$ cat config.mk
export PLATFORM = sky130hd
export DESIGN_NAME = bols_repeater
export DESIGN_NICKNAME = d
export VERILOG_FILES = /design/src/shared/bols_pkg.sv /design/src/shared/bols_hold_if.sv /design/src/bols_release_hold_delay.sv /design/src/bols_repeater.sv
export SDC_FILE = /design/constraint.sdc
export NUM_CORES = 1
export LEC_CHECK = 0
export BUFFER_PORTS_ARGS = -buffer_cell sky130_fd_sc_hd__buf_2
export CAP_MARGIN = 0
export CORE_MARGIN = 3
export CORE_UTILIZATION = 40
export CTS_CLUSTER_SIZE = 10
export DETAILED_ROUTE_END_ITERATION = 7
export GPL_ROUTABILITY_DRIVEN = 0
export PLACE_DENSITY = 0.61
export SYNTH_ARGS = -nofsm -noshare
export SYNTH_HDL_FRONTEND = slang
export SYNTH_SLANG_ARGS = --single-unit
$ cat constraint.sdc
create_clock -name i_clock -period 2.05 [get_ports i_clock]
set_input_delay 0.205 -clock i_clock [delete_from_list [all_inputs] [get_ports i_clock]]
set_output_delay 0.205 -clock i_clock [all_outputs]
set_load 0.01 [all_outputs]
$ cat src/shared/bols_pkg.sv
// Purpose: Constants for the open-drain bus repeater
// Assumes: 20 MHz core clock
// Notes:   Pin levels idle high; drive enables are active low
package bols_pkg;

	// ********************
	// Timing
	// ********************
	localparam int CLK_FREQ_MHZ  = 20;
	// Release hold, covers the slow pull-up rise of a freed line
	localparam int HOLD_TIME_NS  = 400;
	// Least time, so round up
	localparam int HOLD_CYCLES   = (HOLD_TIME_NS * CLK_FREQ_MHZ + 999) / 1000;
	localparam int HOLD_W        = 4;
	localparam logic [HOLD_W-1:0] HOLD_LOAD = HOLD_W'(HOLD_CYCLES);
	localparam logic [HOLD_W-1:0] HOLD_RST  = 4'h0;

	// ********************
	// Channels and reset values
	// ********************
	localparam int NUM_CH        = 2;
	localparam int CH_CLOCK      = 0;
	localparam int CH_DATA       = 1;
	localparam int SYNC_W        = 5;
	localparam logic [SYNC_W-1:0] SYNC_RST  = 5'h1f;
	localparam logic [1:0]        OE_N_RST  = 2'h3;
	localparam logic              OUT_RST   = 1'b0;
	localparam logic              OSC_RST   = 1'b0;

endpackage

$ cat src/shared/bols_hold_if.sv
// Purpose: Link between forwarding logic and one release hold delay
// Assumes: Same clock on both sides
// Notes:   drive is the forwarded drive request, hold the blocking term
`timescale 1ns/1ps
`default_nettype none
interface bols_hold_if;
	logic drive;
	logic clear;
	logic hold;

	modport delay (
		input  drive,
		input  clear,
		output hold
	);
	modport user (
		output drive,
		output clear,
		input  hold
	);
endinterface
`default_nettype wire

$ cat src/bols_release_hold_delay.sv
// Purpose: Stretches the falling edge of a drive request
// Assumes: drive comes from a register on the same clock
// Notes:   hold is high while driving and for the hold time after
`timescale 1ns/1ps
`default_nettype none
module bols_release_hold_delay
	import bols_pkg::*;
(
	input  wire logic    i_clock,
	input  wire logic    i_rst_n,
	bols_hold_if.delay   hold_port
);

	logic [HOLD_W-1:0] count;
	logic [HOLD_W-1:0] next_count;

	// Reload while driving, count down once released
	always_comb begin
		next_count = count;
		if (hold_port.clear) begin
			next_count = HOLD_RST;
		end else if (hold_port.drive) begin
			next_count = HOLD_LOAD; // see RULE_08
		end else if (count != HOLD_RST) begin
			next_count = count - 1'b1;
		end
	end

	always_ff @(posedge i_clock or negedge i_rst_n) begin
		if (!i_rst_n) begin
			count <= HOLD_RST;
		end else begin
			count <= next_count;
		end
	end

	assign hold_port.hold = hold_port.drive | (count != HOLD_RST);

endmodule
`default_nettype wire

$ cat src/bols_repeater.sv
// Purpose: Two-channel bidirectional repeater for an open-drain bus
// Assumes: External pull-ups on every pin; pins idle high
// Notes:   No direction input; direction follows who pulls low first
//
// Function
// RULE_01: Two independent channels, clock and data, one pin per side.
// RULE_02: Drive enable low leaves pin an input; high pulls the line low. Code's oe_n is active low: low pulls the line low, high leaves an input.
// RULE_03: Idle bus with both pins high keeps all gates low, pins inputs.
// RULE_04: A low pulled on one side drives the opposite pin low.
// RULE_05: Low forwards only while reverse hold feedback is low.
// RULE_06: Enable gates every forwarded request; disabled means no pin driven.
// RULE_07: Originating pin going high releases the opposite pin.
// RULE_08: A released drive holds a delayed block on reverse forwarding.
// RULE_09: Direction comes only from pin levels and internal gating.
// RULE_10: Enable low stops the internal oscillator.
// RULE_11: Latency and hold time short enough for 400 kbps traffic.
// RULE_12: Bus devices only pull low; resistors pull lines high.
// RULE_13: Pin levels pass two synchroniser flops before forwarding logic.
`timescale 1ns/1ps
`default_nettype none
module bols_repeater
	import bols_pkg::*;
(
	input  wire logic i_clock,
	input  wire logic i_rst_n,
	input  wire logic i_enable,
	input  wire logic i_side_one_clock_pin_in,
	output var  logic o_side_one_clock_pin_out,
	output var  logic o_side_one_clock_pin_oe_n,
	input  wire logic i_side_two_clock_pin_in,
	output var  logic o_side_two_clock_pin_out,
	output var  logic o_side_two_clock_pin_oe_n,
	input  wire logic i_side_one_data_pin_in,
	output var  logic o_side_one_data_pin_out,
	output var  logic o_side_one_data_pin_oe_n,
	input  wire logic i_side_two_data_pin_in,
	output var  logic o_side_two_data_pin_out,
	output var  logic o_side_two_data_pin_oe_n,
	output var  logic o_osc_run
);

	// ********************
	// Input synchronisers
	// ********************
	// Bit order: enable, data two, data one, clock two, clock one
	logic [SYNC_W-1:0] sync_a;
	logic [SYNC_W-1:0] sync_b;
	logic [SYNC_W-1:0] next_sync_a;
	logic [SYNC_W-1:0] next_sync_b;
	logic [NUM_CH-1:0] pin_one;
	logic [NUM_CH-1:0] pin_two;
	logic              enabled;

	always_comb begin
		next_sync_a = {i_enable,
			i_side_two_data_pin_in, i_side_one_data_pin_in,
			i_side_two_clock_pin_in, i_side_one_clock_pin_in};
		next_sync_b = sync_a; // see RULE_13
	end

	always_ff @(posedge i_clock or negedge i_rst_n) begin
		if (!i_rst_n) begin
			sync_a <= SYNC_RST;
			sync_b <= SYNC_RST;
		end else begin
			sync_a <= next_sync_a;
			sync_b <= next_sync_b;
		end
	end

	assign pin_one = {sync_b[2], sync_b[0]};
	assign pin_two = {sync_b[3], sync_b[1]};
	assign enabled = sync_b[4];

	// ********************
	// Release hold delays
	// ********************
	logic [NUM_CH-1:0] oe_n_one;
	logic [NUM_CH-1:0] oe_n_two;
	logic [NUM_CH-1:0] hold_one;
	logic [NUM_CH-1:0] hold_two;

	// Index 0..1 stretch side two drives, 2..3 side one drives
	genvar g;
	generate
		for (g = 0; g < 2 * NUM_CH; g++) begin : g_hold
			bols_hold_if u_link ();
			// Counters idle while disabled, nothing to hold off
			assign u_link.clear = ~enabled; // see RULE_10
			if (g < NUM_CH) begin : g_two
				assign u_link.drive = ~oe_n_two[g];
				assign hold_two[g]  = u_link.hold;
			end else begin : g_one
				assign u_link.drive = ~oe_n_one[g-NUM_CH];
				assign hold_one[g-NUM_CH] = u_link.hold;
			end
			bols_release_hold_delay u_delay (
				.i_clock   (i_clock),
				.i_rst_n   (i_rst_n),
				.hold_port (u_link.delay)
			);
		end
	endgenerate

	// ********************
	// Crossing gates
	// ********************
	logic [NUM_CH-1:0] reverse_block_gate_one;
	logic [NUM_CH-1:0] reverse_block_gate_two;
	logic [NUM_CH-1:0] crossing_nor_gate_one;
	logic [NUM_CH-1:0] crossing_nor_gate_two;
	logic [NUM_CH-1:0] crossing_pass_gate_one;
	logic [NUM_CH-1:0] crossing_pass_gate_two;
	logic [NUM_CH-1:0] next_oe_n_one;
	logic [NUM_CH-1:0] next_oe_n_two;
	logic              out_level;
	logic              next_out_level;
	logic              osc_run;
	logic              next_osc_run;

	always_comb begin
		for (int c = 0; c < NUM_CH; c++) begin
			// Our own drive on a pin must not echo back across
			reverse_block_gate_two[c] = hold_one[c]; // see RULE_05
			reverse_block_gate_one[c] = hold_two[c]; // see RULE_05
			crossing_nor_gate_two[c] =
				~(pin_one[c] | reverse_block_gate_two[c]); // see RULE_04
			crossing_nor_gate_one[c] =
				~(pin_two[c] | reverse_block_gate_one[c]); // see RULE_04
			crossing_pass_gate_two[c] =
				crossing_nor_gate_two[c] & enabled; // see RULE_06
			// Both sides low at once: side one wins, never both driven
			crossing_pass_gate_one[c] = crossing_nor_gate_one[c] & enabled
				& ~crossing_pass_gate_two[c]; // see RULE_09
			next_oe_n_two[c] = ~crossing_pass_gate_two[c]; // see RULE_07
			next_oe_n_one[c] = ~crossing_pass_gate_one[c]; // see RULE_07
		end
		// Open drain: the data bit is always low
		next_out_level = OUT_RST; // see RULE_02
		next_osc_run   = enabled; // see RULE_10
	end

	always_ff @(posedge i_clock or negedge i_rst_n) begin
		if (!i_rst_n) begin
			oe_n_one  <= OE_N_RST; // see RULE_03
			oe_n_two  <= OE_N_RST;
			out_level <= OUT_RST;
			osc_run   <= OSC_RST;
		end else begin
			oe_n_one  <= next_oe_n_one;
			oe_n_two  <= next_oe_n_two;
			out_level <= next_out_level;
			osc_run   <= next_osc_run;
		end
	end

	// ********************
	// Pin outputs
	// ********************
	// Two channels side by side, clock then data
	assign o_side_one_clock_pin_oe_n = oe_n_one[CH_CLOCK]; // see RULE_01
	assign o_side_two_clock_pin_oe_n = oe_n_two[CH_CLOCK];
	assign o_side_one_data_pin_oe_n  = oe_n_one[CH_DATA];
	assign o_side_two_data_pin_oe_n  = oe_n_two[CH_DATA];
	assign o_side_one_clock_pin_out  = out_level;
	assign o_side_two_clock_pin_out  = out_level;
	assign o_side_one_data_pin_out   = out_level;
	assign o_side_two_data_pin_out   = out_level;
	assign o_osc_run                 = osc_run;

	// ********************
	// Assertions
	// ********************
	a_disabled_no_drive: assert property ( // see RULE_06
		@(posedge i_clock) disable iff (!i_rst_n)
		!enabled |=> (oe_n_one == OE_N_RST) && (oe_n_two == OE_N_RST))
		else $error("Pin driven while disabled");

	a_fwd_one_two: assert property ( // see RULE_04
		@(posedge i_clock) disable iff (!i_rst_n)
		enabled && !pin_one[CH_CLOCK] && !hold_one[CH_CLOCK]
		|=> !oe_n_two[CH_CLOCK])
		else $error("Low on side one not forwarded");

	a_fwd_two_one: assert property ( // see RULE_04
		@(posedge i_clock) disable iff (!i_rst_n)
		enabled && !pin_two[CH_DATA] && !hold_two[CH_DATA]
		&& pin_one[CH_DATA] |=> !oe_n_one[CH_DATA])
		else $error("Low on side two not forwarded");

	a_reverse_blocked: assert property ( // see RULE_05
		@(posedge i_clock) disable iff (!i_rst_n)
		hold_two[CH_DATA] |=> oe_n_one[CH_DATA])
		else $error("Low echoed back through hold");

	a_release_follows: assert property ( // see RULE_07
		@(posedge i_clock) disable iff (!i_rst_n)
		pin_one[CH_CLOCK] ##1 pin_one[CH_CLOCK] |-> oe_n_two[CH_CLOCK])
		else $error("Opposite pin not released");

	a_hold_stretch: assert property ( // see RULE_08
		@(posedge i_clock) disable iff (!i_rst_n)
		$rose(oe_n_two[CH_CLOCK]) && enabled
		|-> (hold_two[CH_CLOCK] || !enabled)[*8])
		else $error("Release hold too short");

	a_hold_ends: assert property ( // see RULE_08
		@(posedge i_clock) disable iff (!i_rst_n)
		$rose(oe_n_one[CH_DATA]) ##1 (oe_n_one[CH_DATA])[*8]
		|-> !hold_one[CH_DATA])
		else $error("Release hold too long");

	a_one_way_only: assert property ( // see RULE_09
		@(posedge i_clock) disable iff (!i_rst_n)
		(oe_n_one | oe_n_two) == OE_N_RST)
		else $error("Both sides of a channel driven");

	a_idle_quiet: assert property ( // see RULE_03
		@(posedge i_clock) disable iff (!i_rst_n)
		(pin_one == OE_N_RST) && (pin_two == OE_N_RST)
		&& !hold_one[CH_CLOCK] && !hold_two[CH_CLOCK]
		|=> oe_n_one[CH_CLOCK] && oe_n_two[CH_CLOCK])
		else $error("Pin driven on idle bus");

	a_osc_follows: assert property ( // see RULE_10
		@(posedge i_clock) disable iff (!i_rst_n)
		$fell(sync_b[4]) |=> !o_osc_run)
		else $error("Oscillator runs while disabled");

	a_sync_latency: assert property ( // see RULE_13
		@(posedge i_clock) disable iff (!i_rst_n)
		$fell(oe_n_two[CH_DATA]) |-> !$past(i_side_one_data_pin_in, 3))
		else $error("Forward without synchronised low");

	a_fwd_latency: assert property ( // see RULE_11
		@(posedge i_clock) disable iff (!i_rst_n)
		!i_side_one_clock_pin_in && !oe_n_two[CH_CLOCK] ##1
		i_side_one_clock_pin_in |-> ##[1:4] oe_n_two[CH_CLOCK])
		else $error("Release latency too long");

	a_out_low: assert property ( // see RULE_02
		@(posedge i_clock) disable iff (!i_rst_n)
		!o_side_two_clock_pin_oe_n |-> !o_side_two_clock_pin_out)
		else $error("Driven pin not low");

endmodule
`default_nettype wire

==> metrics.md <==
| Metric | Value |
|---|---|
| DP HPWL | 1.37 mm |
| Startpoint types | flip-flop |
| Share of cells above drive strength 1 | 0.292 |
| Final slew viol count | 0 |
| Largest net degree at the start of global routing | 32 |
| Placed Cells | 158 |
| CTS Buf Count | 5 |
| CP arrival | 1.87 ns |
| Synth top cells by count | dfrtp_1, dfstp_2, nor2_1, inv_1, nand2_1 |
| Crit path max fanout | 4 |
| Avg Inst Size Synth | 12.1 µm² |
| Synth area leader | dfrtp_1 |
| Number of global-route vias before repair | 850 |
| Area growth from synthesis to final layout | 18.4% |
| Peak Freq | 626 MHz |
| Post-CTS Setup Inserts | 0 |
| FILL cells | 267 |
| DR vias | 794 |
| Pleak | 0.678 nW |
| Tightest Pin Transition | 0.627 ns |
| Post-route ant nets | 0 |
| Placeable Area | 2900 µm² |
| Die footprint | 3910 µm² |
| Reg clk slew, reported paths | 0.10 ns |
| PwrDens | 1410 nW/µm² |
| Setup TNS | 0 ns |
| CP required | 2.32 ns |
| Count of antenna diodes in the layout | 0 |
| Cells after Synth | 106 |
| Hold crit path type | reg -> reg |
| Async S/R FF share, synth | 1.00 |
| CTS tree | built |
| Setup CP Type | reg -> reg |
| GRT overflow | 0 |
| Yosys Warn Count | 0 |
| Worst-Skew Late Latency | 0.32 ns |
| Max Cap Viol | 0 |
| CP max-delay cell | dfrtp_1 |
| Post-synth top flop | dfrtp_1 |
| Unrepaired setup endpoints after global routing | no |
| Status | complete, no violations |
| Maximum clock insertion buffer count | 2 |
| Final critical-path required period | 1.60 ns |
| Die height | 62.5 µm |
| Synth unique cells | 20 |
| First-pass GRT wire length | 3.66 mm |
| Final Hold Viols | 0 |
| Crit path from | g_hold[3].u_delay.count[0]$_DFFE_PN0P_ |
| H-tree lvl count | 2 |
| Worst path max stage delay | 0.42 ns |
| Starting density of the core | 0.440 |
| Most common cell in the synthesized netlist | dfrtp_1 |
| Non-filler cells, final | 172 |
| Area share of the largest cell type after synthesis | 0.333 |
| GRT Util Overall | 0.123 |
| Setup ws final | 0.452 ns |
| Iter 0 DRT Violations | 23 |
| Drt drc | 0 |
| Sequential fraction of the synthesis area | 0.621 |
| Routed wire length per instance | 11.6 µm |
| CTS Sinks | 31 |
| Cell Chain, Critical Path | inv_1, ha_1, or3b_4, or3_4, nand2_1 |
| Pre-CTS setup slack | 0.474 ns |
| Synth top area cells | dfrtp_1, dfstp_2, ha_1 |
| Final Skew | 0.00703 ns |
| Seq cells post-synth | 31 |
| Post-synth EDFFs | 0 |
| DRT Pass-1 Iters | 4 |
| Initial antenna violation count | 0 |
| Hold_sp | next_sync_b[1]$_DFF_PN1_ |
| Cell Area, Synth | 1280 µm² |
| CP endpoint kind | flip-flop |
| Setup Viol. Count Final | 0 |
| Final Total Pwr | 2.13 mW |
| Port bufs | 11 |
| I/O pin cnt | 16 |
| CTS root buf | clkbuf_4 |
| Final period util | 0.780 |
| Post-DR vias/cell | 4.62 |
| Final wirelength | 1.99 mm |
| FF-to-FF Start | g_hold[3].u_delay.count[0]$_DFFE_PN0P_ |
| Final #Nets | 140 |
| Peak supply drop | 0.907 mV |
| Die X | 62.5 µm |
| # rows | 19 |
| Worst slew margin | 0.582 |
final timing paths:
kind                                                          end  slack (ns)  depth (start not counted)
setup / recovery                            oe_n_one[1]$_DFF_PN1_        0.45                          5
hold reg to reg                               sync_b[1]$_DFF_PN1_        0.36                          0
max in group asynchronous  g_hold[0].u_delay.count[0]$_DFFE_PN0P_        1.21                          2
setup reg to reg                            oe_n_one[1]$_DFF_PN1_        0.45                          5
min in group asynchronous  g_hold[3].u_delay.count[0]$_DFFE_PN0P_        0.42                          2
hold / removal                                sync_b[1]$_DFF_PN1_        0.36                          0
placed cells by master (no fill, tap or decap):
master         instances
or3b_1                 2
clkbuf_4               5
buf_2                 11
inv_1                  8
xnor2_1                4
a211oi_1               4
dfrtp_1               17
dfstp_2               14
nor2_1                13
or3_4                  2
nand2_1                7
mux2i_1                4
dlygate4sd3_1          6
nand3b_1               3
clkinv_2               1
a21oi_1                3
nor3_1                 6
ha_1                   4
conb_1                 4
nand2b_1               3
a21boi_1               4
or3b_4                 2
clkbuf_8               1
mux2_2                 1
bufinv_16              1
cells by family (layout without fill, tap and decap cells):
group	after synthesis	count (layout)	synth area share
compound gates	11	11	0.0588
xor+xnor	4	4	0.0274
fa+ha+maj	4	4	0.0392
buf+inv	12	33	0.0470
flops	31	31	0.621
mux	5	5	0.0402
other cells	1	4	0.00294
simple gates	38	38	0.164
per-layer routing:
metal  share of wire  vias up  GRT usage
met4           0.029        0     0.0964
met1            0.47      375      0.151
li1                -      391          -
met5               0        -          0
met2            0.45       20      0.177
met3           0.052        8     0.0414
power by group:
group / internal (mW) / total, mW / switching (mW)
registers: 0.781 / 0.910 / 0.129
logic: 0.379 / 0.732 / 0.353
clock network: 0.288 / 0.487 / 0.199
total: 1.45 / 2.13 / 0.681
worst max-delay path: cells and delay by family (launching register included):
family,cells,cell delay (ns)
flip-flops,1,0.42
adder cells (fa/ha/maj),1,0.20
buffers and inverters,1,0.07
AND/OR/NAND/NOR,3,0.86
what timing repair did:
| item | 4_1_cts | 5_1_grt |
|---|---|---|
| resized for setup | 0 | 0 |
| hold buffers | 6 | 0 |
| hold endpoints to repair | 22 | 0 |
metrics by stage:
stage                     hold WS (ns)   util  area (µm²)
after floorplan                -0.0906      -        1290
after global placement           0.272  0.471        1370
after detailed placement         0.270  0.471        1370
after CTS                        0.362  0.522        1510
after global routing             0.366  0.522        1510
final                            0.360  0.522        1510
state kept, by name, indices dropped and copies added, names as in the netlist:
register and count:
sync_b 5, g_hold.u_delay.count 16, o_osc_run 1, next_sync_b 5, oe_n_one 2, oe_n_two 2
cell type report:
cell class / count / area, µm² / share of cell area
clock inverter: 2 / 35.0 / 0.0232
clock buffer: 6 / 51.3 / 0.0339
timing repair buffer: 17 / 115 / 0.0761
sequential: 31 / 793 / 0.524
inverter: 8 / 30.0 / 0.0199
tap: 42 / 52.6 / 0.0347
multi-input combinational: 66 / 435 / 0.288
No activity file was read; power rests on OpenSTA's default activity.
